**src/rpsel_pkg.sv**
```systemverilog
// Constants for the remappable output pin select block
package rpsel_pkg;

  // Register byte addresses
  localparam logic [7:0] ADDR_PIN_OUT_SEL_23  = 8'h00;
  localparam logic [7:0] ADDR_VIRT_OUT_SEL_24 = 8'h04;
  localparam logic [7:0] ADDR_VIRT_OUT_SEL_25 = 8'h08;
  localparam logic [7:0] ADDR_VIRT_OUT_SEL_26 = 8'h0c;
  localparam logic [7:0] ADDR_PORT_CTRL       = 8'h10;
  localparam logic [7:0] ADDR_PORT_STATUS     = 8'h14;

  // Selector field layout inside an output mapping register
  localparam int SEL_W      = 6;
  localparam int SEL_LO_POS = 0;
  localparam int SEL_HI_POS = 8;
  localparam logic [5:0] SEL_RESET = 6'h00;

  // Port control and status field positions
  localparam int ANSEL_POS  = 0;
  localparam int DIR_POS    = 8;
  localparam int LAT_POS    = 16;
  localparam int LEVEL_POS  = 0;
  localparam int LATRD_POS  = 8;
  localparam int OE_POS     = 16;
  localparam int VIRT_POS   = 24;
  localparam logic [1:0] ANSEL_RESET = 2'h3;
  localparam logic [1:0] DIR_RESET   = 2'h3;
  localparam logic [1:0] LAT_RESET   = 2'h0;

  // AXI responses
  localparam logic [1:0] RESP_OKAY   = 2'h0;
  localparam logic [1:0] RESP_SLVERR = 2'h2;

  // Output function selector codes
  localparam logic [5:0] CODE_DEFAULT  = 6'h00;
  localparam logic [5:0] CODE_U1TX     = 6'h01;
  localparam logic [5:0] CODE_U1RTS    = 6'h02;
  localparam logic [5:0] CODE_U2TX     = 6'h03;
  localparam logic [5:0] CODE_U2RTS    = 6'h04;
  localparam logic [5:0] CODE_SPI1     = 6'h05;
  localparam logic [5:0] CODE_SPI2     = 6'h08;
  localparam logic [5:0] CODE_SPI3     = 6'h0b;
  localparam logic [5:0] CODE_REFCLK   = 6'h0e;
  localparam logic [5:0] CODE_SCCP1    = 6'h0f;
  localparam logic [5:0] CODE_CAN      = 6'h15;
  localparam logic [5:0] CODE_CMP1     = 6'h17;
  localparam logic [5:0] CODE_U3TX     = 6'h1b;
  localparam logic [5:0] CODE_U3RTS    = 6'h1c;
  localparam logic [5:0] CODE_PWM4H    = 6'h22;
  localparam logic [5:0] CODE_PWM4L    = 6'h23;
  localparam logic [5:0] CODE_PWM_EVENT_A_OUT    = 6'h24;
  localparam logic [5:0] CODE_QEI1     = 6'h26;
  localparam logic [5:0] CODE_CLC1     = 6'h28;
  localparam logic [5:0] CODE_SCCP7    = 6'h2a;
  localparam logic [5:0] CODE_PWMEC    = 6'h2c;
  localparam logic [5:0] CODE_PTG24    = 6'h2e;
  localparam logic [5:0] CODE_SENT1    = 6'h30;
  localparam logic [5:0] CODE_MULTI_CAPTURE_COMPARE_A   = 6'h32;
  localparam logic [5:0] CODE_CLC3     = 6'h3b;
  localparam logic [5:0] CODE_U1DTR    = 6'h3d;

endpackage : rpsel_pkg

```
**src/rpsel_top.sv**
```systemverilog
// Remappable output pin select with AXI4-Lite register access
// Function
// - Zero selector keeps default port function
// - Codes route three serial transmit lines
// - Codes route three request-to-send lines
// - First SPI: data, clock, select codes
// - Second, third SPI follow consecutively
// - Reference clock code routes clock out
// - Capture/compare one-six, seven-eight codes
// - CAN code routes transmit output
// - Three comparator codes consecutive
// - PWM four high, low codes
// - PWM event A-B, C-D pairs
// - Encoder comparator outputs two codes
// - Logic cells one-two, three-four pairs
// - Trigger generator outputs 24, 25
// - Nibble transmit modules one, two
// - Multi capture/compare outputs A-F
// - Top three codes route DTR outputs
// - Analog after reset; level and latch reads return zero
// - One output function per pin
// - Dedicated output beats remapped output
// - Higher priority function suppresses lower
// - Active outputs override direction bit
// - Two 6-bit selectors per register
// - Selectors reset to zero
// - Six virtual route points, no pins
`timescale 1ns/10ps
`default_nettype none
module rpsel_top #(
  parameter int NPHYS = 2,
  parameter int NVIRT = 6
) (
  // Clock and reset
  input  wire logic              mclk_i,
  input  wire logic              rst_i,
  // AXI4-Lite write address
  input  wire logic              s_axi_awvalid_i,
  output logic                   s_axi_awready_o,
  input  wire logic [7:0]        s_axi_awaddr_i,
  // AXI4-Lite write data
  input  wire logic              s_axi_wvalid_i,
  output logic                   s_axi_wready_o,
  input  wire logic [31:0]       s_axi_wdata_i,
  input  wire logic [3:0]        s_axi_wstrb_i,
  // AXI4-Lite write response
  output logic                   s_axi_bvalid_o,
  input  wire logic              s_axi_bready_i,
  output logic [1:0]             s_axi_bresp_o,
  // AXI4-Lite read address
  input  wire logic              s_axi_arvalid_i,
  output logic                   s_axi_arready_o,
  input  wire logic [7:0]        s_axi_araddr_i,
  // AXI4-Lite read data
  output logic                   s_axi_rvalid_o,
  input  wire logic              s_axi_rready_i,
  output logic [31:0]            s_axi_rdata_o,
  output logic [1:0]             s_axi_rresp_o,
  // Peripheral outputs
  input  wire logic [2:0]        uart_tx_i,
  input  wire logic [2:0]        uart_rts_i,
  input  wire logic [2:0]        uart_dtr_i,
  input  wire logic [2:0]        spi_sdo_i,
  input  wire logic [2:0]        spi_sck_i,
  input  wire logic [2:0]        spi_ss_i,
  input  wire logic              reference_clock_out_i,
  input  wire logic [7:0]        single_capture_compare_i,
  input  wire logic              can_tx_i,
  input  wire logic [2:0]        comparator_i,
  input  wire logic              pwm4_high_i,
  input  wire logic              pwm4_low_i,
  input  wire logic [3:0]        pwm_event_i,
  input  wire logic [1:0]        quadrature_encoder_cmp_i,
  input  wire logic [3:0]        configurable_logic_cell_i,
  input  wire logic [1:0]        peripheral_trigger_i,
  input  wire logic [1:0]        single_edge_nibble_i,
  input  wire logic [5:0]        multi_capture_compare_i,
  // Dedicated functions per physical pin, ded_hi_en_i beats ded_out_en_i
  input  wire logic [NPHYS-1:0]  ded_out_en_i,
  input  wire logic [NPHYS-1:0]  ded_out_i,
  input  wire logic [NPHYS-1:0]  ded_hi_en_i,
  // Physical pins
  input  wire logic [NPHYS-1:0]  pin_i,
  output logic [NPHYS-1:0]       pin_o,
  output logic [NPHYS-1:0]       pin_oe_o,
  output logic [NPHYS-1:0]       pin_digin_en_o,
  // Virtual route points
  output logic [NVIRT-1:0]       virtual_route_point_o
);

  localparam int NSLOT = NPHYS + NVIRT;
  localparam int SW    = rpsel_pkg::SEL_W;

  typedef struct packed {
    logic [NSLOT-1:0][SW-1:0] sel;
    logic [NPHYS-1:0]         ansel;
    logic [NPHYS-1:0]         dir;
    logic [NPHYS-1:0]         lat;
    logic [NPHYS-1:0]         pin;
    logic [NPHYS-1:0]         oe;
    logic [NVIRT-1:0]         virt;
    logic                     aw_got;
    logic [7:0]               awaddr;
    logic                     w_got;
    logic [31:0]              wdata;
    logic [3:0]               wstrb;
    logic                     bvalid;
    logic [1:0]               bresp;
    logic                     rvalid;
    logic [31:0]              rdata;
    logic [1:0]               rresp;
  } rpsel_state_t;

  rpsel_state_t s;
  rpsel_state_t next_s;

  logic [63:0]      src;
  logic [63:0]      asg;
  logic [NSLOT-1:0] rm_act;
  logic [NSLOT-1:0] rm_val;

  // Source table indexed by selector code
  always_comb begin
    src = '0;
    asg = '0;
    for (int k = 0; k < 3; k++) begin
      src[rpsel_pkg::CODE_U1TX + 6'(2 * k)] = 1'b0;
    end
    src[rpsel_pkg::CODE_U1TX] = uart_tx_i[0];
    src[rpsel_pkg::CODE_U2TX] = uart_tx_i[1];
    src[rpsel_pkg::CODE_U3TX] = uart_tx_i[2];
    src[rpsel_pkg::CODE_U1RTS] = uart_rts_i[0];
    src[rpsel_pkg::CODE_U2RTS] = uart_rts_i[1];
    src[rpsel_pkg::CODE_U3RTS] = uart_rts_i[2];
    src[rpsel_pkg::CODE_SPI1]        = spi_sdo_i[0];
    src[rpsel_pkg::CODE_SPI1 + 6'h1] = spi_sck_i[0];
    src[rpsel_pkg::CODE_SPI1 + 6'h2] = spi_ss_i[0];
    src[rpsel_pkg::CODE_SPI2]        = spi_sdo_i[1];
    src[rpsel_pkg::CODE_SPI2 + 6'h1] = spi_sck_i[1];
    src[rpsel_pkg::CODE_SPI2 + 6'h2] = spi_ss_i[1];
    src[rpsel_pkg::CODE_SPI3]        = spi_sdo_i[2];
    src[rpsel_pkg::CODE_SPI3 + 6'h1] = spi_sck_i[2];
    src[rpsel_pkg::CODE_SPI3 + 6'h2] = spi_ss_i[2];
    src[rpsel_pkg::CODE_REFCLK] = reference_clock_out_i;
    for (int k = 0; k < 6; k++) begin
      src[rpsel_pkg::CODE_SCCP1 + 6'(k)] = single_capture_compare_i[k];
    end
    src[rpsel_pkg::CODE_SCCP7]        = single_capture_compare_i[6];
    src[rpsel_pkg::CODE_SCCP7 + 6'h1] = single_capture_compare_i[7];
    src[rpsel_pkg::CODE_CAN] = can_tx_i;
    for (int k = 0; k < 3; k++) begin
      src[rpsel_pkg::CODE_CMP1 + 6'(k)] = comparator_i[k];
    end
    src[rpsel_pkg::CODE_PWM4H] = pwm4_high_i;
    src[rpsel_pkg::CODE_PWM4L] = pwm4_low_i;
    src[rpsel_pkg::CODE_PWM_EVENT_A_OUT]        = pwm_event_i[0];
    src[rpsel_pkg::CODE_PWM_EVENT_A_OUT + 6'h1] = pwm_event_i[1];
    src[rpsel_pkg::CODE_PWMEC]        = pwm_event_i[2];
    src[rpsel_pkg::CODE_PWMEC + 6'h1] = pwm_event_i[3];
    src[rpsel_pkg::CODE_QEI1]        = quadrature_encoder_cmp_i[0];
    src[rpsel_pkg::CODE_QEI1 + 6'h1] = quadrature_encoder_cmp_i[1];
    src[rpsel_pkg::CODE_CLC1]        = configurable_logic_cell_i[0];
    src[rpsel_pkg::CODE_CLC1 + 6'h1] = configurable_logic_cell_i[1];
    src[rpsel_pkg::CODE_CLC3]        = configurable_logic_cell_i[2];
    src[rpsel_pkg::CODE_CLC3 + 6'h1] = configurable_logic_cell_i[3];
    src[rpsel_pkg::CODE_PTG24]        = peripheral_trigger_i[0];
    src[rpsel_pkg::CODE_PTG24 + 6'h1] = peripheral_trigger_i[1];
    src[rpsel_pkg::CODE_SENT1]        = single_edge_nibble_i[0];
    src[rpsel_pkg::CODE_SENT1 + 6'h1] = single_edge_nibble_i[1];
    for (int k = 0; k < 6; k++) begin
      src[rpsel_pkg::CODE_MULTI_CAPTURE_COMPARE_A + 6'(k)] = multi_capture_compare_i[k];
    end
    for (int k = 0; k < 3; k++) begin
      src[rpsel_pkg::CODE_U1DTR + 6'(k)] = uart_dtr_i[k];
    end
    asg[rpsel_pkg::CODE_U1TX  +: 21] = '1;
    asg[rpsel_pkg::CODE_CMP1  +: 3]  = '1;
    asg[rpsel_pkg::CODE_U3TX  +: 2]  = '1;
    asg[rpsel_pkg::CODE_PWM4H +: 22] = '1;
    asg[rpsel_pkg::CODE_CLC3  +: 5]  = '1;
    // zero code is the default port
    asg[rpsel_pkg::CODE_DEFAULT] = 1'b0;
  end

  // Per slot selection
  for (genvar g = 0; g < NSLOT; g++) begin : g_slot
    assign rm_act[g] = asg[s.sel[g]];
    assign rm_val[g] = src[s.sel[g]] & asg[s.sel[g]];
  end

  logic        wr_fire;
  logic        wr_hit;
  logic        rd_hit;
  logic [31:0] rd_word;
  logic [31:0] wmask;
  logic [31:0] ctrl_word;
  logic [3:0]  rd_idx;

  assign wmask = {{8{s.wstrb[3]}}, {8{s.wstrb[2]}},
                  {8{s.wstrb[1]}}, {8{s.wstrb[0]}}};
  assign wr_fire = s.aw_got && s.w_got && !s.bvalid;
  assign rd_idx  = s_axi_araddr_i[5:2];

  always_comb begin
    ctrl_word = '0;
    ctrl_word[rpsel_pkg::ANSEL_POS +: NPHYS] = s.ansel;
    ctrl_word[rpsel_pkg::DIR_POS   +: NPHYS] = s.dir;
    ctrl_word[rpsel_pkg::LAT_POS   +: NPHYS] = s.lat;
  end

  // Read decode
  always_comb begin
    rd_word = '0;
    rd_hit  = 1'b1;
    if (s_axi_araddr_i[1:0] != 2'h0) begin
      rd_hit = 1'b0;
    end else if (s_axi_araddr_i <= rpsel_pkg::ADDR_VIRT_OUT_SEL_26) begin
      rd_word[rpsel_pkg::SEL_LO_POS +: SW] = s.sel[2 * rd_idx];
      rd_word[rpsel_pkg::SEL_HI_POS +: SW] = s.sel[2 * rd_idx + 1];
    end else if (s_axi_araddr_i == rpsel_pkg::ADDR_PORT_CTRL) begin
      rd_word = ctrl_word;
    end else if (s_axi_araddr_i == rpsel_pkg::ADDR_PORT_STATUS) begin
      rd_word[rpsel_pkg::LEVEL_POS +: NPHYS] = pin_i & ~s.ansel;
      rd_word[rpsel_pkg::LATRD_POS +: NPHYS] = s.lat & ~s.ansel;
      rd_word[rpsel_pkg::OE_POS    +: NPHYS] = s.oe;
      rd_word[rpsel_pkg::VIRT_POS  +: NVIRT] = s.virt;
    end else begin
      rd_hit = 1'b0;
    end
  end

  always_comb begin
    wr_hit = (s.awaddr[1:0] == 2'h0) &&
             (s.awaddr <= rpsel_pkg::ADDR_PORT_CTRL);
  end

  always_comb begin
    logic [31:0] old_w;
    logic [31:0] new_w;
    logic [3:0]  widx;
    old_w  = '0;
    new_w  = '0;
    widx   = s.awaddr[5:2];
    next_s = s;
    // Address and data may arrive in either order
    if (s_axi_awvalid_i && s_axi_awready_o) begin
      next_s.aw_got = 1'b1;
      next_s.awaddr = s_axi_awaddr_i;
    end
    if (s_axi_wvalid_i && s_axi_wready_o) begin
      next_s.w_got = 1'b1;
      next_s.wdata = s_axi_wdata_i;
      next_s.wstrb = s_axi_wstrb_i;
    end
    if (wr_fire) begin
      next_s.aw_got = 1'b0;
      next_s.w_got  = 1'b0;
      next_s.bvalid = 1'b1;
      next_s.bresp  = wr_hit ? rpsel_pkg::RESP_OKAY
                             : rpsel_pkg::RESP_SLVERR;
      if (wr_hit && s.awaddr == rpsel_pkg::ADDR_PORT_CTRL) begin
        old_w = ctrl_word;
        new_w = (old_w & ~wmask) | (s.wdata & wmask);
        next_s.ansel = new_w[rpsel_pkg::ANSEL_POS +: NPHYS];
        next_s.dir   = new_w[rpsel_pkg::DIR_POS   +: NPHYS];
        next_s.lat   = new_w[rpsel_pkg::LAT_POS   +: NPHYS];
      end else if (wr_hit) begin
        old_w[rpsel_pkg::SEL_LO_POS +: SW] = s.sel[2 * widx];
        old_w[rpsel_pkg::SEL_HI_POS +: SW] = s.sel[2 * widx + 1];
        new_w = (old_w & ~wmask) | (s.wdata & wmask);
        next_s.sel[2 * widx]     = new_w[rpsel_pkg::SEL_LO_POS +: SW];
        next_s.sel[2 * widx + 1] = new_w[rpsel_pkg::SEL_HI_POS +: SW];
      end
    end
    if (s.bvalid && s_axi_bready_i) begin
      next_s.bvalid = 1'b0;
    end
    if (s_axi_arvalid_i && s_axi_arready_o) begin
      next_s.rvalid = 1'b1;
      next_s.rdata  = rd_word;
      next_s.rresp  = rd_hit ? rpsel_pkg::RESP_OKAY
                             : rpsel_pkg::RESP_SLVERR;
    end else if (s.rvalid && s_axi_rready_i) begin
      next_s.rvalid = 1'b0;
    end
    // Pin drive, highest priority first
    for (int p = 0; p < NPHYS; p++) begin
      if (ded_hi_en_i[p]) begin
        next_s.pin[p] = 1'b0;
        next_s.oe[p]  = 1'b0;
      end else if (ded_out_en_i[p]) begin
        next_s.pin[p] = ded_out_i[p];
        next_s.oe[p]  = 1'b1;
      end else if (rm_act[p]) begin
        next_s.pin[p] = rm_val[p];
        next_s.oe[p]  = 1'b1;
      end else begin
        next_s.pin[p] = s.lat[p];
        next_s.oe[p]  = ~s.dir[p];
      end
    end
    next_s.virt = rm_val[NSLOT-1:NPHYS];
  end

  always_ff @(posedge mclk_i) begin
    if (rst_i) begin
      s        <= '0;
      s.sel    <= {NSLOT{rpsel_pkg::SEL_RESET}};
      s.ansel  <= rpsel_pkg::ANSEL_RESET;
      s.dir    <= rpsel_pkg::DIR_RESET;
      s.lat    <= rpsel_pkg::LAT_RESET;
    end else begin
      s <= next_s;
    end
  end

  assign s_axi_awready_o = !s.aw_got && !s.bvalid;
  assign s_axi_wready_o  = !s.w_got && !s.bvalid;
  assign s_axi_bvalid_o  = s.bvalid;
  assign s_axi_bresp_o   = s.bresp;
  assign s_axi_arready_o = !s.rvalid;
  assign s_axi_rvalid_o  = s.rvalid;
  assign s_axi_rdata_o   = s.rdata;
  assign s_axi_rresp_o   = s.rresp;

  assign pin_o                 = s.pin;
  assign pin_oe_o              = s.oe;
  assign pin_digin_en_o        = ~s.ansel;
  assign virtual_route_point_o = s.virt;

endmodule : rpsel_top
`default_nettype wire
```
**config.mk**
```make
export PLATFORM = sky130hd
export DESIGN_NAME = rpsel_top
export DESIGN_NICKNAME = d
export VERILOG_FILES = /design/src/rpsel_pkg.sv /design/src/rpsel_top.sv
export SDC_FILE = /design/constraint.sdc
export NUM_CORES = 1
export LEC_CHECK = 0
export BUFFER_PORTS_ARGS = -buffer_cell sky130_fd_sc_hd__clkbuf_2
export CORE_MARGIN = 2
export CORE_UTILIZATION = 35
export DETAILED_ROUTE_END_ITERATION = 10
export SLEW_MARGIN = 0
export SYNTH_ARGS = -nofsm -noshare
export SYNTH_HDL_FRONTEND = slang
export SYNTH_SLANG_ARGS = --single-unit
```
**constraint.sdc**
```tcl
create_clock -name mclk_i -period 2.8 [get_ports mclk_i]
set_input_delay 0.56 -clock mclk_i [delete_from_list [all_inputs] [get_ports mclk_i]]
set_output_delay 0.56 -clock mclk_i [all_outputs]
set_load 0.02 [all_outputs]
```
==> load_flow_metrics.sql, run 1 <==
INSERT INTO impl_metrics (metric_group, metric, value, unit) VALUES
('outcome', 'outcome', 'completed', ''),
('yosys', 'synthesis.area', '0.009893', 'mm2'),
('routing', 'met3_wirelength', '3319', 'um'),
('floorplanning', 'die_area', '0.02963', 'mm2'),
('routing', 'drt-initial-drc-count', '1087', ''),
('sta', 'timing_worst_slew_pin_value', '0.8022', 'ns'),
('sta', 'hold_ws', '0.3264', 'ns'),
('yosys', 'yosys_warnings', '0', ''),
('worst_hold_path', 'min-delay-path-class', 'input port to register', ''),
('yosys', 'synth_top_cell_area_share', '26.18', '%'),
('clock_tree', 'root_driver', 'sky130_fd_sc_hd__clkbuf_16', ''),
('floorplanning', 'die_h', '172.1', 'um'),
('critical_path', 'worstSetupStartpointType', 'register', ''),
('routing', 'routed_via_density', '6.056', ''),
('yosys', 'postSynthRegisterBits', '123', ''),
('routing', 'drt-total-wl', '34610', 'um'),
('sta', 'slew-limit-headroom', '46.11', '%'),
('routing', 'topRoutingLayerUsed', 'met4', ''),
('yosys', 'synth.yosys.seq_area_share', '24.89', '%'),
('layout', 'finish.net_count', '1257', ''),
('yosys', 'netlist-cell-type-count', '75', ''),
('critical_path', 'cp-end-kind', 'register', ''),
('yosys', 'post_synth_main_area_contributors', 'sky130_fd_sc_hd__mux4_2, sky130_fd_sc_hd__dfxtp_1, sky130_fd_sc_hd__nand2_1', ''),
('pwr', 'power_density', '413.6', 'mW/mm2'),
('clock_tree', 'tritoncts', 'built', ''),
('sta', 'drv_slew', '0', ''),
('placed_design', 'gpl.final_weighted_congestion', '0.9487', ''),
('yosys', 'synth_top_flop_cell', 'sky130_fd_sc_hd__dfxtp_1', ''),
('routing', 'wl_met1', '13510', 'um'),
('grt', 'grt_pass1_vias', '8678', ''),
('routing', 'antenna_violating_nets_post_route', '0', ''),
('floorplanning', 'floorplan.initialDensity', '35.61', '%'),
('layout', 'drive_above_1_share', '33.48', '%'),
('grt', 'initial_antenna_violation_count', '2', ''),
('critical_path', 'timing.critical_path.required', '3.14', 'ns'),
('routing', 'vias', '9272', ''),
('grt', 'grt_remaining_overflow', '0', ''),
('critical_path', 'worstSetupPathType', 'register to register', ''),
('clock_tree', 'ctsHtreeMaxLevel', '4', ''),
('placed_design', 'place_hpwl', '25990', 'um'),
('critical_path', 'worst-path-max-fanout', '7', ''),
('layout', 'fillCellCount', '2788', ''),
('floorplanning', 'boundaryPins', '173', ''),
('pwr', 'post-layout-total-power', '4.729', 'mW'),
('grt', 'grt_first_pass_wirelength', '51660', 'um'),
('yosys', 'syn_avg_cell_area', '9.440', 'um2'),
('sta', 'max_freq', '379.1', 'MHz'),
('pwr', 'worst_ir_drop_vdd', '396.7', 'uV'),
('floorplanning', 'dieWidth', '172.1', 'um'),
('grt', 'grt_start_max_net_pins', '77', ''),
('grt', 'grt.total_usage', '23.41', '%'),
('routing', 'detail_route.wl_per_cell', '22.61', 'um'),
('worst_hold_path', 'hold_path_startpoint', 'ded_hi_en_i[1]', ''),
('routing', 'drt_first_pass_iters', '6', ''),
('clock_tree', 'postCtsHoldBufs', '0', ''),
('clock_tree', 'clock_sink_count', '123', ''),
('sta', 'layout_worst_path_cycle_share', '94.20', '%'),
('sta', 'finClkSkew', '0.007408', 'ns'),
('clock_tree', 'max-clock-path-buffers', '2', ''),
('clock_tree', 'clkTransAtPathRegs', '0.06', 'ns'),
('clock_tree', 'worstSkewPairLatency', '0.42', 'ns'),
('yosys', 'synth_cells', '1048', ''),
('yosys', 'synth_enable_flop_cells', '0', ''),
('pwr', 'static-leakage-power', '4.166', 'nW'),
('sta', 'setup_viol', '0', ''),
('sta', 'total_neg_setup_slack', '0', 'ns'),
('critical_path', 'reg2reg_depth', '8', ''),
('job', 'max_cap_viol_count', '0', ''),
('critical_path', 'worst_ep_arrival_time', '2.98', 'ns'),
('yosys', 'synth.most_common_cell', 'sky130_fd_sc_hd__dfxtp_1', ''),
('clock_tree', 'cts_buffers', '17', '');
critical path, cell delays in order, from the launching register on:
cell	delay, ns
sky130_fd_sc_hd__dfxtp_1	0.50
sky130_fd_sc_hd__buf_4	0.21
sky130_fd_sc_hd__buf_4	0.18
sky130_fd_sc_hd__mux4_2	0.52
sky130_fd_sc_hd__mux2i_1	0.41
sky130_fd_sc_hd__a211oi_1	0.26
sky130_fd_sc_hd__o211ai_1	0.22
sky130_fd_sc_hd__nand2_1	0.07
sky130_fd_sc_hd__a31oi_1	0.18
through the flow:
| step | instances | cell area, um2 | utilization [%] | setup WS, ns |
|---|---|---|---|---|
| after floorplan | 1061 | 9942 | - | 0.3290 |
| after global placement | 1496 | 10840 | 39.03 | 0.1116 |
| after detailed placement | 1496 | 10840 | 39.03 | 0.08033 |
| after CTS | 1528 | 11420 | 41.11 | 0.1382 |
| after global routing | 1530 | 11430 | 41.15 | 0.02360 |
| final | 1531 | 11440 | 41.16 | 0.1623 |
sequential cells by signal (all words and copies together), names as in the netlist, named ones only:
register / count
s_axi_rdata_o: 20
s_axi_bvalid_o: 1
pin_o: 2
s_axi_bresp_o: 1
s: 75
s_axi_rresp_o: 1
rm_act: 2
virtual_route_point_o: 6
pin_oe_o: 2
s_axi_rvalid_o: 1
area by class of cell:
| cell class | count | area [um2] | area share (%) |
|---|---|---|---|
| Antenna cell | 3 | 7.507 | 0.06565 |
| Clock buffer | 18 | 439.2 | 3.840 |
| Clock inverter | 14 | 136.4 | 1.193 |
| Inverter | 27 | 101.3 | 0.8862 |
| Multi-Input combinational cell | 771 | 6623 | 57.91 |
| Sequential cell | 123 | 2462 | 21.53 |
| Tap cell | 378 | 473.0 | 4.136 |
| Timing Repair Buffer | 197 | 1194 | 10.44 |
cell usage in the layout, fill, tap and decap left out, drive strengths merged, types with 32 or more instances in the layout:
cell type    n
mux4       115
buf         58
nand2      122
dfxtp      123
a21oi       63
clkbuf     157
nor2        72
o21ai       41
inv         32
mux2i       41
how the worst min path moves through the flow:
stage / endpoint / slack [ns] / cells past startpoint
after floorplan: virtual_route_point_o[1] / 0.42 / 1
after global placement: s[52] / 0.44 / 2
after detailed placement: s_axi_rdata_o[9] / 0.45 / 2
after CTS: pin_o[1] / 0.31 / 2
after global routing: pin_o[1] / 0.31 / 2
final: pin_o[1] / 0.33 / 2
routing by layer:
layer | GRT usage, % | vias to the layer above
met3 | 4.784 | 80
met1 | 30.06 | 4480
met5 | 0 | -
li1 | - | 4147
met2 | 38.69 | 565
met4 | 9.280 | 0
where the power goes:
part / internal, mW / total [mW] / switching [mW]
logic: 0.306 / 0.754 / 0.447
clock network: 1.26 / 2.13 / 0.872
registers: 1.79 / 1.84 / 0.0505
logic make-up after synthesis:
logic type / count (synthesis) / synth area share, %
AND/OR/NAND/NOR: 342 / 17.24
AO/OA/AOI/OAI: 235 / 16.02
other: 1 / 0.03790
multiplexers: 180 / 33.06
flip-flops: 123 / 24.89
buffers and inverters: 167 / 8.752
what timing repair did:
item / 4_1_cts / 5_1_grt
setup endpoints to repair: 0 / 3
buffers inserted: 0 / 0
gates resized for setup: 0 / 3
(Power assumes the default switching activity.)
==> run 2: changes to the inputs <==
--- a/config.mk
+++ b/config.mk
@@ -7,7 +7,7 @@
 export LEC_CHECK = 0
 export BUFFER_PORTS_ARGS = -buffer_cell sky130_fd_sc_hd__clkbuf_2
 export CORE_MARGIN = 2
-export CORE_UTILIZATION = 35
+export CORE_UTILIZATION = 30
 export DETAILED_ROUTE_END_ITERATION = 10
 export SLEW_MARGIN = 0
 export SYNTH_ARGS = -nofsm -noshare
==> run 2 against run 1 <==
First-iteration DRC count decreased by 19%. Wire length increased by 3.6%. Sequential cell count unchanged. Clock skew increased by 0.0023 ns. Largest power group unchanged. Register-to-register slack about the same. Die area increased by 16%. Cell area increased by 1.5%. Cell count increased by 4.4%. Global-route usage decreased by 2.5 points. Count of clock-buffer cells in the layout increased by 2. Sequential power about the same. Maximum frequency decreased by 0.41%.
==> load_flow_metrics.sql, run 2 (synthesized netlist as in run 1, its figures left out) <==
INSERT INTO impl_metrics (metric_group, metric, value, unit) VALUES
('grt', 'initial_antenna_violation_count', '1', ''),
('grt', 'grt_remaining_overflow', '0', ''),
('sta', 'rsz_0062_raised_after_global_routing', 'no', ''),
('floorplanning', 'coreArea', '0.03254', 'mm2'),
('grt', 'grt.total_usage', '20.91', '%'),
('clock_tree', 'clkTransAtPathRegs', '0.06', 'ns'),
('sta', 'min_period', '2.648', 'ns'),
('layout', 'layout-area-overhead-vs-synth', '17.33', '%'),
('worst_hold_path', 'min_path_cells', '2', ''),
('floorplanning', 'dieWidth', '185.6', 'um'),
('grt', 'grt_start_max_net_pins', '39', ''),
('placed_design', 'port_buffers', '139', ''),
('critical_path', 'worst-path-max-fanout', '11', ''),
('sta', 'max_freq', '377.6', 'MHz'),
('worst_hold_path', 'min-delay-path-class', 'input port to register', ''),
('clock_tree', 'postCtsHoldBufs', '0', ''),
('layout', 'instances_no_fill', '1598', ''),
('placed_design', 'post-place-cells', '1565', ''),
('job', 'max_cap_viol_count', '0', ''),
('critical_path', 'reg2reg_depth', '4', ''),
('grt', 'grt_pass1_vias', '9026', ''),
('routing', 'vias', '9275', ''),
('critical_path', 'worstSetupStartpointType', 'register', ''),
('grt', 'grt_first_pass_wirelength', '54030', 'um'),
('floorplanning', 'die_area', '0.03445', 'mm2'),
('routing', 'drt-initial-drc-count', '878', ''),
('clock_tree', 'root_driver', 'sky130_fd_sc_hd__clkbuf_16', ''),
('clock_tree', 'max-clock-path-buffers', '2', ''),
('outcome', 'outcome', 'completed', ''),
('pwr', 'worst_ir_drop_vdd', '304.2', 'uV'),
('pwr', 'power_density', '421.9', 'mW/mm2'),
('critical_path', 'rr_startpoint', 's[136]', ''),
('critical_path', 'worstSetupPathType', 'register to register', ''),
('pwr', 'static-leakage-power', '4.217', 'nW'),
('layout', 'max_flop_register', 's', ''),
('floorplanning', 'fp-row-count', '66', ''),
('routing', 'routed_via_density', '5.804', ''),
('layout', 'mostFrequentLayoutCells', 'sky130_fd_sc_hd__clkbuf_2, sky130_fd_sc_hd__nand2_1, sky130_fd_sc_hd__dfxtp_1', ''),
('critical_path', 'worst-r2r-setup-slack', '0.15', 'ns'),
('sta', 'total_neg_setup_slack', '0', 'ns'),
('layout', 'drive_above_1_share', '33.59', '%'),
('sta', 'timing_worst_slew_pin_value', '0.7753', 'ns'),
('critical_path', 'worst_ep_arrival_time', '2.96', 'ns'),
('clock_tree', 'cts_buffers', '17', ''),
('layout', 'fillCellCount', '3318', ''),
('placed_design', 'place_hpwl', '26920', 'um'),
('sta', 'finalHoldViolCount', '0', ''),
('layout', 'finish.net_count', '1262', ''),
('critical_path', 'timing.critical_path.required', '3.11', 'ns'),
('sta', 'finClkSkew', '0.009678', 'ns'),
('routing', 'drt-total-wl', '35860', 'um'),
('floorplanning', 'die_h', '185.6', 'um'),
('sta', 'slew-limit-headroom', '47.91', '%'),
('routing', 'drc_errors', '0', ''),
('routing', 'drt_first_pass_iters', '5', ''),
('floorplanning', 'floorplan.initialDensity', '30.41', '%'),
('routing', 'antenna_violating_nets_post_route', '0', ''),
('worst_hold_path', 'holdPathEnd', 'pin_o[1]', ''),
('routing', 'detail_route.wl_per_cell', '22.44', 'um'),
('clock_tree', 'clock_sink_count', '123', ''),
('clock_tree', 'worstSkewPairLatency', '0.42', 'ns'),
('layout', 'max_ffs_per_register', '75', ''),
('clock_tree', 'ctsHtreeMaxLevel', '4', ''),
('critical_path', 'critical_path.reg2reg.endpoint', 'virtual_route_point_o[4]', ''),
('clock_tree', 'tritoncts', 'built', ''),
('layout', 'mostFrequentLayoutCell', 'sky130_fd_sc_hd__clkbuf_2', ''),
('sta', 'drv_slew', '0', ''),
('floorplanning', 'boundaryPins', '173', ''),
('pwr', 'post-layout-total-power', '4.898', 'mW'),
('sta', 'layout_worst_path_cycle_share', '94.59', '%'),
('worst_hold_path', 'hold_path_startpoint', 'ded_hi_en_i[1]', ''),
('critical_path', 'cp-end-kind', 'register', ''),
('sta', 'setup_viol', '0', ''),
('placed_design', 'gpl.final_weighted_congestion', '0.9289', '');
## run 2: worst max-delay path: stages, from the launching register on
cell and delay [ns]:
sky130_fd_sc_hd__dfxtp_1 0.75, sky130_fd_sc_hd__mux4_2 0.60, sky130_fd_sc_hd__mux4_2 0.49, sky130_fd_sc_hd__mux4_2 0.49, sky130_fd_sc_hd__and3_1 0.20
## run 2: metrics by stage
step	instance area [um2]	setup slack (ns)	utilization, %	hold slack [ns]
final	11610	0.1515	35.68	0.3224
after global routing	11610	0.01344	35.68	0.3162
after CTS	11590	0.1120	35.64	0.3117
after detailed placement	10990	0.1179	33.77	0.4469
after global placement	10990	0.1307	33.77	0.4413
after floorplan	9942	0.3290	-	0.4225
## run 2: report_power, final
| part | leakage (nW) | switching, mW | internal, mW | total [mW] |
|---|---|---|---|---|
| clock network | 0.288 | 0.860 | 1.43 | 2.29 |
| registers | 0.997 | 0.0518 | 1.79 | 1.84 |
| logic | 2.93 | 0.458 | 0.302 | 0.760 |
| total | 4.22 | 1.37 | 3.53 | 4.90 |
## run 2: timing repair
| action | 4_1_cts | 5_1_grt |
|---|---|---|
| buffers inserted | 0 | 0 |
| hold endpoints to repair | 0 | 0 |
| resized for setup | 0 | 3 |
| endpoints found under the setup margin | 0 | 4 |
## run 2: how the worst max path moves through the flow
stage	start	to	slack, ns
finish	s[136]	virtual_route_point_o[4]	0.15
global route	s[77]	register	0.01
CTS	s[78]	rm_act[0]	0.11
detailed placement	s[78]	rm_act[0]	0.12
global placement	s[78]	register	0.13
floorplan	s[125]	virtual_route_point_o[2]	0.33
## run 2: area by class of cell
class	count	area [um2]	share of cell area (%)
Multi-Input combinational cell	771	6623	57.05
Sequential cell	123	2464	21.22
Timing Repair Buffer	202	1256	10.82
Tap cell	442	553.0	4.764
Clock buffer	20	446.7	3.848
Clock inverter	12	161.4	1.391
Inverter	27	101.3	0.8731
Antenna cell	1	2.502	0.02156
## run 2: metal layers
layer | up-vias | share of wire, % | GRT usage [%]
met2 | 515 | 48 | 34.67
li1 | 4145 | - | -
met5 | - | 0.22 | 1.778
met4 | 2 | 4.5 | 10.24
met1 | 4524 | 39 | 25.85
met3 | 89 | 8.5 | 4.109
==> run 3: changes to the inputs <==
--- a/config.mk
+++ b/config.mk
@@ -6,9 +6,12 @@
 export NUM_CORES = 1
 export LEC_CHECK = 0
 export BUFFER_PORTS_ARGS = -buffer_cell sky130_fd_sc_hd__clkbuf_2
+export CELL_PAD_IN_SITES_DETAIL_PLACEMENT = 1
+export CELL_PAD_IN_SITES_GLOBAL_PLACEMENT = 2
 export CORE_MARGIN = 2
 export CORE_UTILIZATION = 30
 export DETAILED_ROUTE_END_ITERATION = 10
+export PLACE_DENSITY_LB_ADDON = 0.1
 export SLEW_MARGIN = 0
 export SYNTH_ARGS = -nofsm -noshare
 export SYNTH_HDL_FRONTEND = slang
==> run 3 against run 2 <==
Global-route usage grew 3.7 points. First-iteration DRC count shrank 21%. Maximum frequency shrank 0.57%. Die area is the same.
==> load_flow_metrics.sql, run 3 (synthesized netlist as in run 1, its figures left out) <==
INSERT INTO impl_metrics (metric_group, metric, value, unit) VALUES
('grt', 'initial_antenna_violation_count', '2', ''),
('critical_path', 'critical-path-top-delay-family', 'compound AO/OA/AOI/OAI gates', ''),
('grt', 'grt_pass1_vias', '9447', ''),
('critical_path', 'crit_buf_inv', '1', ''),
('critical_path', 'critical_path.cell_chain', 'buf_4 -> nor2b_1 -> a22oi_1 -> o21ai_1 -> o22ai_2 -> or4b_1 -> a31oi_1 -> a31oi_1', ''),
('routing', 'drt-total-wl', '41510', 'um'),
('routing', 'detail_route.wl_per_cell', '25.51', 'um'),
('layout', 'final_core_util', '36.35', '%'),
('routing', 'wl_met1', '18000', 'um'),
('clock_tree', 'max-clock-path-buffers', '2', ''),
('sta', 'finClkSkew', '0.01345', 'ns'),
('routing', 'drt-initial-drc-count', '698', ''),
('clock_tree', 'worstSkewPairLatency', '0.44', 'ns'),
('grt', 'grt.total_usage', '24.58', '%'),
('clock_tree', 'clock_sink_count', '123', ''),
('clock_tree', 'clkTransAtPathRegs', '0.06', 'ns'),
('routing', 'met3_wirelength', '2840', 'um'),
('routing', 'antenna_violating_nets_post_route', '0', ''),
('clock_tree', 'cts_buffers', '17', ''),
('worst_hold_path', 'min-delay-path-class', 'input port to register', ''),
('floorplanning', 'floorplan.initialDensity', '30.41', '%'),
('routing', 'drc_errors', '0', ''),
('layout', 'layout-area-overhead-vs-synth', '19.55', '%'),
('placed_design', 'gpl.final_weighted_congestion', '0.8833', ''),
('routing', 'met2_wirelength', '20000', 'um'),
('critical_path', 'worst_ep_arrival_time', '2.95', 'ns'),
('placed_design', 'place_hpwl', '31530', 'um'),
('sta', 'min_period', '2.664', 'ns'),
('floorplanning', 'boundaryPins', '173', ''),
('critical_path', 'worst-path-max-fanout', '8', ''),
('sta', 'max_freq', '375.4', 'MHz'),
('critical_path', 'cp-end-kind', 'register', ''),
('sta', 'drv_slew', '0', ''),
('grt', 'grt_first_pass_wirelength', '61610', 'um'),
('placed_design', 'dpl_worst_slack', '0.1301', 'ns'),
('layout', 'instances_no_fill', '1627', ''),
('routing', 'routed_via_density', '5.766', ''),
('pwr', 'static-leakage-power', '4.367', 'nW'),
('layout', 'mostFrequentLayoutCell', 'sky130_fd_sc_hd__clkbuf_2', ''),
('clock_tree', 'tritoncts', 'built', ''),
('outcome', 'outcome', 'completed', ''),
('sta', 'layout_worst_path_cycle_share', '95.13', '%'),
('critical_path', 'worstSetupStartpointType', 'register', ''),
('floorplanning', 'dieWidth', '185.6', 'um'),
('critical_path', 'timing.critical_path.required', '3.08', 'ns'),
('grt', 'grt_remaining_overflow', '0', ''),
('layout', 'mostFrequentLayoutCells', 'sky130_fd_sc_hd__clkbuf_2, sky130_fd_sc_hd__nand2_1, sky130_fd_sc_hd__dfxtp_1', ''),
('routing', 'drt_first_pass_iters', '5', ''),
('sta', 'setup_slack', '0.1364', 'ns'),
('routing', 'topRoutingLayerUsed', 'met4', ''),
('layout', 'antenna_cells_inserted', '0', ''),
('sta', 'finalHoldViolCount', '0', ''),
('critical_path', 'cp_slowest_cell', 'sky130_fd_sc_hd__or4b_1', ''),
('placed_design', 'post-place-cells', '1595', ''),
('clock_tree', 'root_driver', 'sky130_fd_sc_hd__clkbuf_16', ''),
('clock_tree', 'post-cts-setup-buffers', '0', ''),
('critical_path', 'critical_path.most_common_cell', 'sky130_fd_sc_hd__a31oi_1', ''),
('sta', 'setup_viol', '0', ''),
('sta', 'rsz_0062_raised_after_global_routing', 'no', ''),
('sta', 'timing_worst_slew_pin_value', '0.9607', 'ns'),
('routing', 'vias', '9382', ''),
('floorplanning', 'coreArea', '0.03254', 'mm2'),
('job', 'max_cap_viol_count', '0', ''),
('critical_path', 'worstSetupPathType', 'register to register', ''),
('critical_path', 'critical_path.max_stage_delay', '0.55', 'ns'),
('sta', 'slew-limit-headroom', '35.46', '%'),
('layout', 'max_ffs_per_register', '75', ''),
('floorplanning', 'fp-row-count', '66', ''),
('layout', 'drive_above_1_share', '35.53', '%'),
('pwr', 'power_density', '407.3', 'mW/mm2'),
('sta', 'total_neg_setup_slack', '0', 'ns'),
('pwr', 'worst_ir_drop_vdd', '462.1', 'uV'),
('floorplanning', 'die_area', '0.03445', 'mm2'),
('placed_design', 'port_buffers', '139', ''),
('floorplanning', 'die_h', '185.6', 'um'),
('layout', 'max_flop_register', 's', ''),
('clock_tree', 'ctsHtreeMaxLevel', '4', ''),
('grt', 'grt_start_max_net_pins', '47', ''),
('layout', 'finish.net_count', '1292', '');
-- run 3: changes by cell type in the layout (fill, tap and decap cells not counted), moves of 2 or more --
cell,before,now
sky130_fd_sc_hd__buf_4,56,83
sky130_fd_sc_hd__buf_12,7,10
sky130_fd_sc_hd__clkinv_4,2,5
sky130_fd_sc_hd__bufinv_16,3,1
sky130_fd_sc_hd__clkbuf_1,2,0
-- run 3: final timing paths --
check	from	to	slack (ns)	cells past startpoint
worst min-delay path	ded_hi_en_i[1]	pin_o[1]	0.30	2
worst max register to register	s[77]	rm_act[0]	0.14	8
worst max-delay path	s[77]	rm_act[0]	0.14	8
worst min register to register	register	virtual_route_point_o[5]	0.44	1
-- run 3: what timing repair did --
item	CTS	global route
hold buffers	0	0
resized for setup	0	4
hold endpoints to repair	0	0
setup endpoints to repair	0	5
-- run 3: where the power goes --
group | switching, mW | total [mW] | internal (mW)
clock | 0.936 | 2.17 | 1.23
combinational | 0.486 | 0.807 | 0.321
sequential | 0.0479 | 1.84 | 1.79
total | 1.47 | 4.82 | 3.35
-- run 3: final cells by class --
type                       instances  area, um2
timing repair buffer             232       1519
clock inverter                    15      143.9
sequential                       123       2465
multi-input combinational        771       6620
inverter                          27      101.3
clock buffer                      17      425.4
tap                              442      553.0
fill                            3780      20710
-- run 3: worst register-to-register path, stage by stage (launching register included) --
cell and delay [ns]:
sky130_fd_sc_hd__dfxtp_1 0.53, sky130_fd_sc_hd__buf_4 0.21, sky130_fd_sc_hd__nor2b_1 0.27, sky130_fd_sc_hd__a22oi_1 0.13, sky130_fd_sc_hd__o21ai_1 0.35, sky130_fd_sc_hd__o22ai_2 0.21, sky130_fd_sc_hd__or4b_1 0.55, sky130_fd_sc_hd__a31oi_1 0.18
sky130_fd_sc_hd__a31oi_1 0.09
-- run 3: stage by stage --
| stage | power (mW) | instance area [um2] | hold slack (ns) |
|---|---|---|---|
| global placement | 2.672 | 11250 | 0.4398 |
| CTS | 4.870 | 11820 | 0.2956 |
| floorplan | 2.327 | 9942 | 0.4225 |
| detailed placement | 2.680 | 11250 | 0.4371 |
| global route | 5.014 | 11830 | 0.3071 |
| finish | 4.817 | 11830 | 0.3040 |
-- run 3: layer usage --
metal / track usage, % / up-vias
li1: - / 4199
met1: 32.64 / 4812
met2: 40.66 / 329
met3: 5.518 / 42
met4: 5.827 / 0
met5: 0 / -
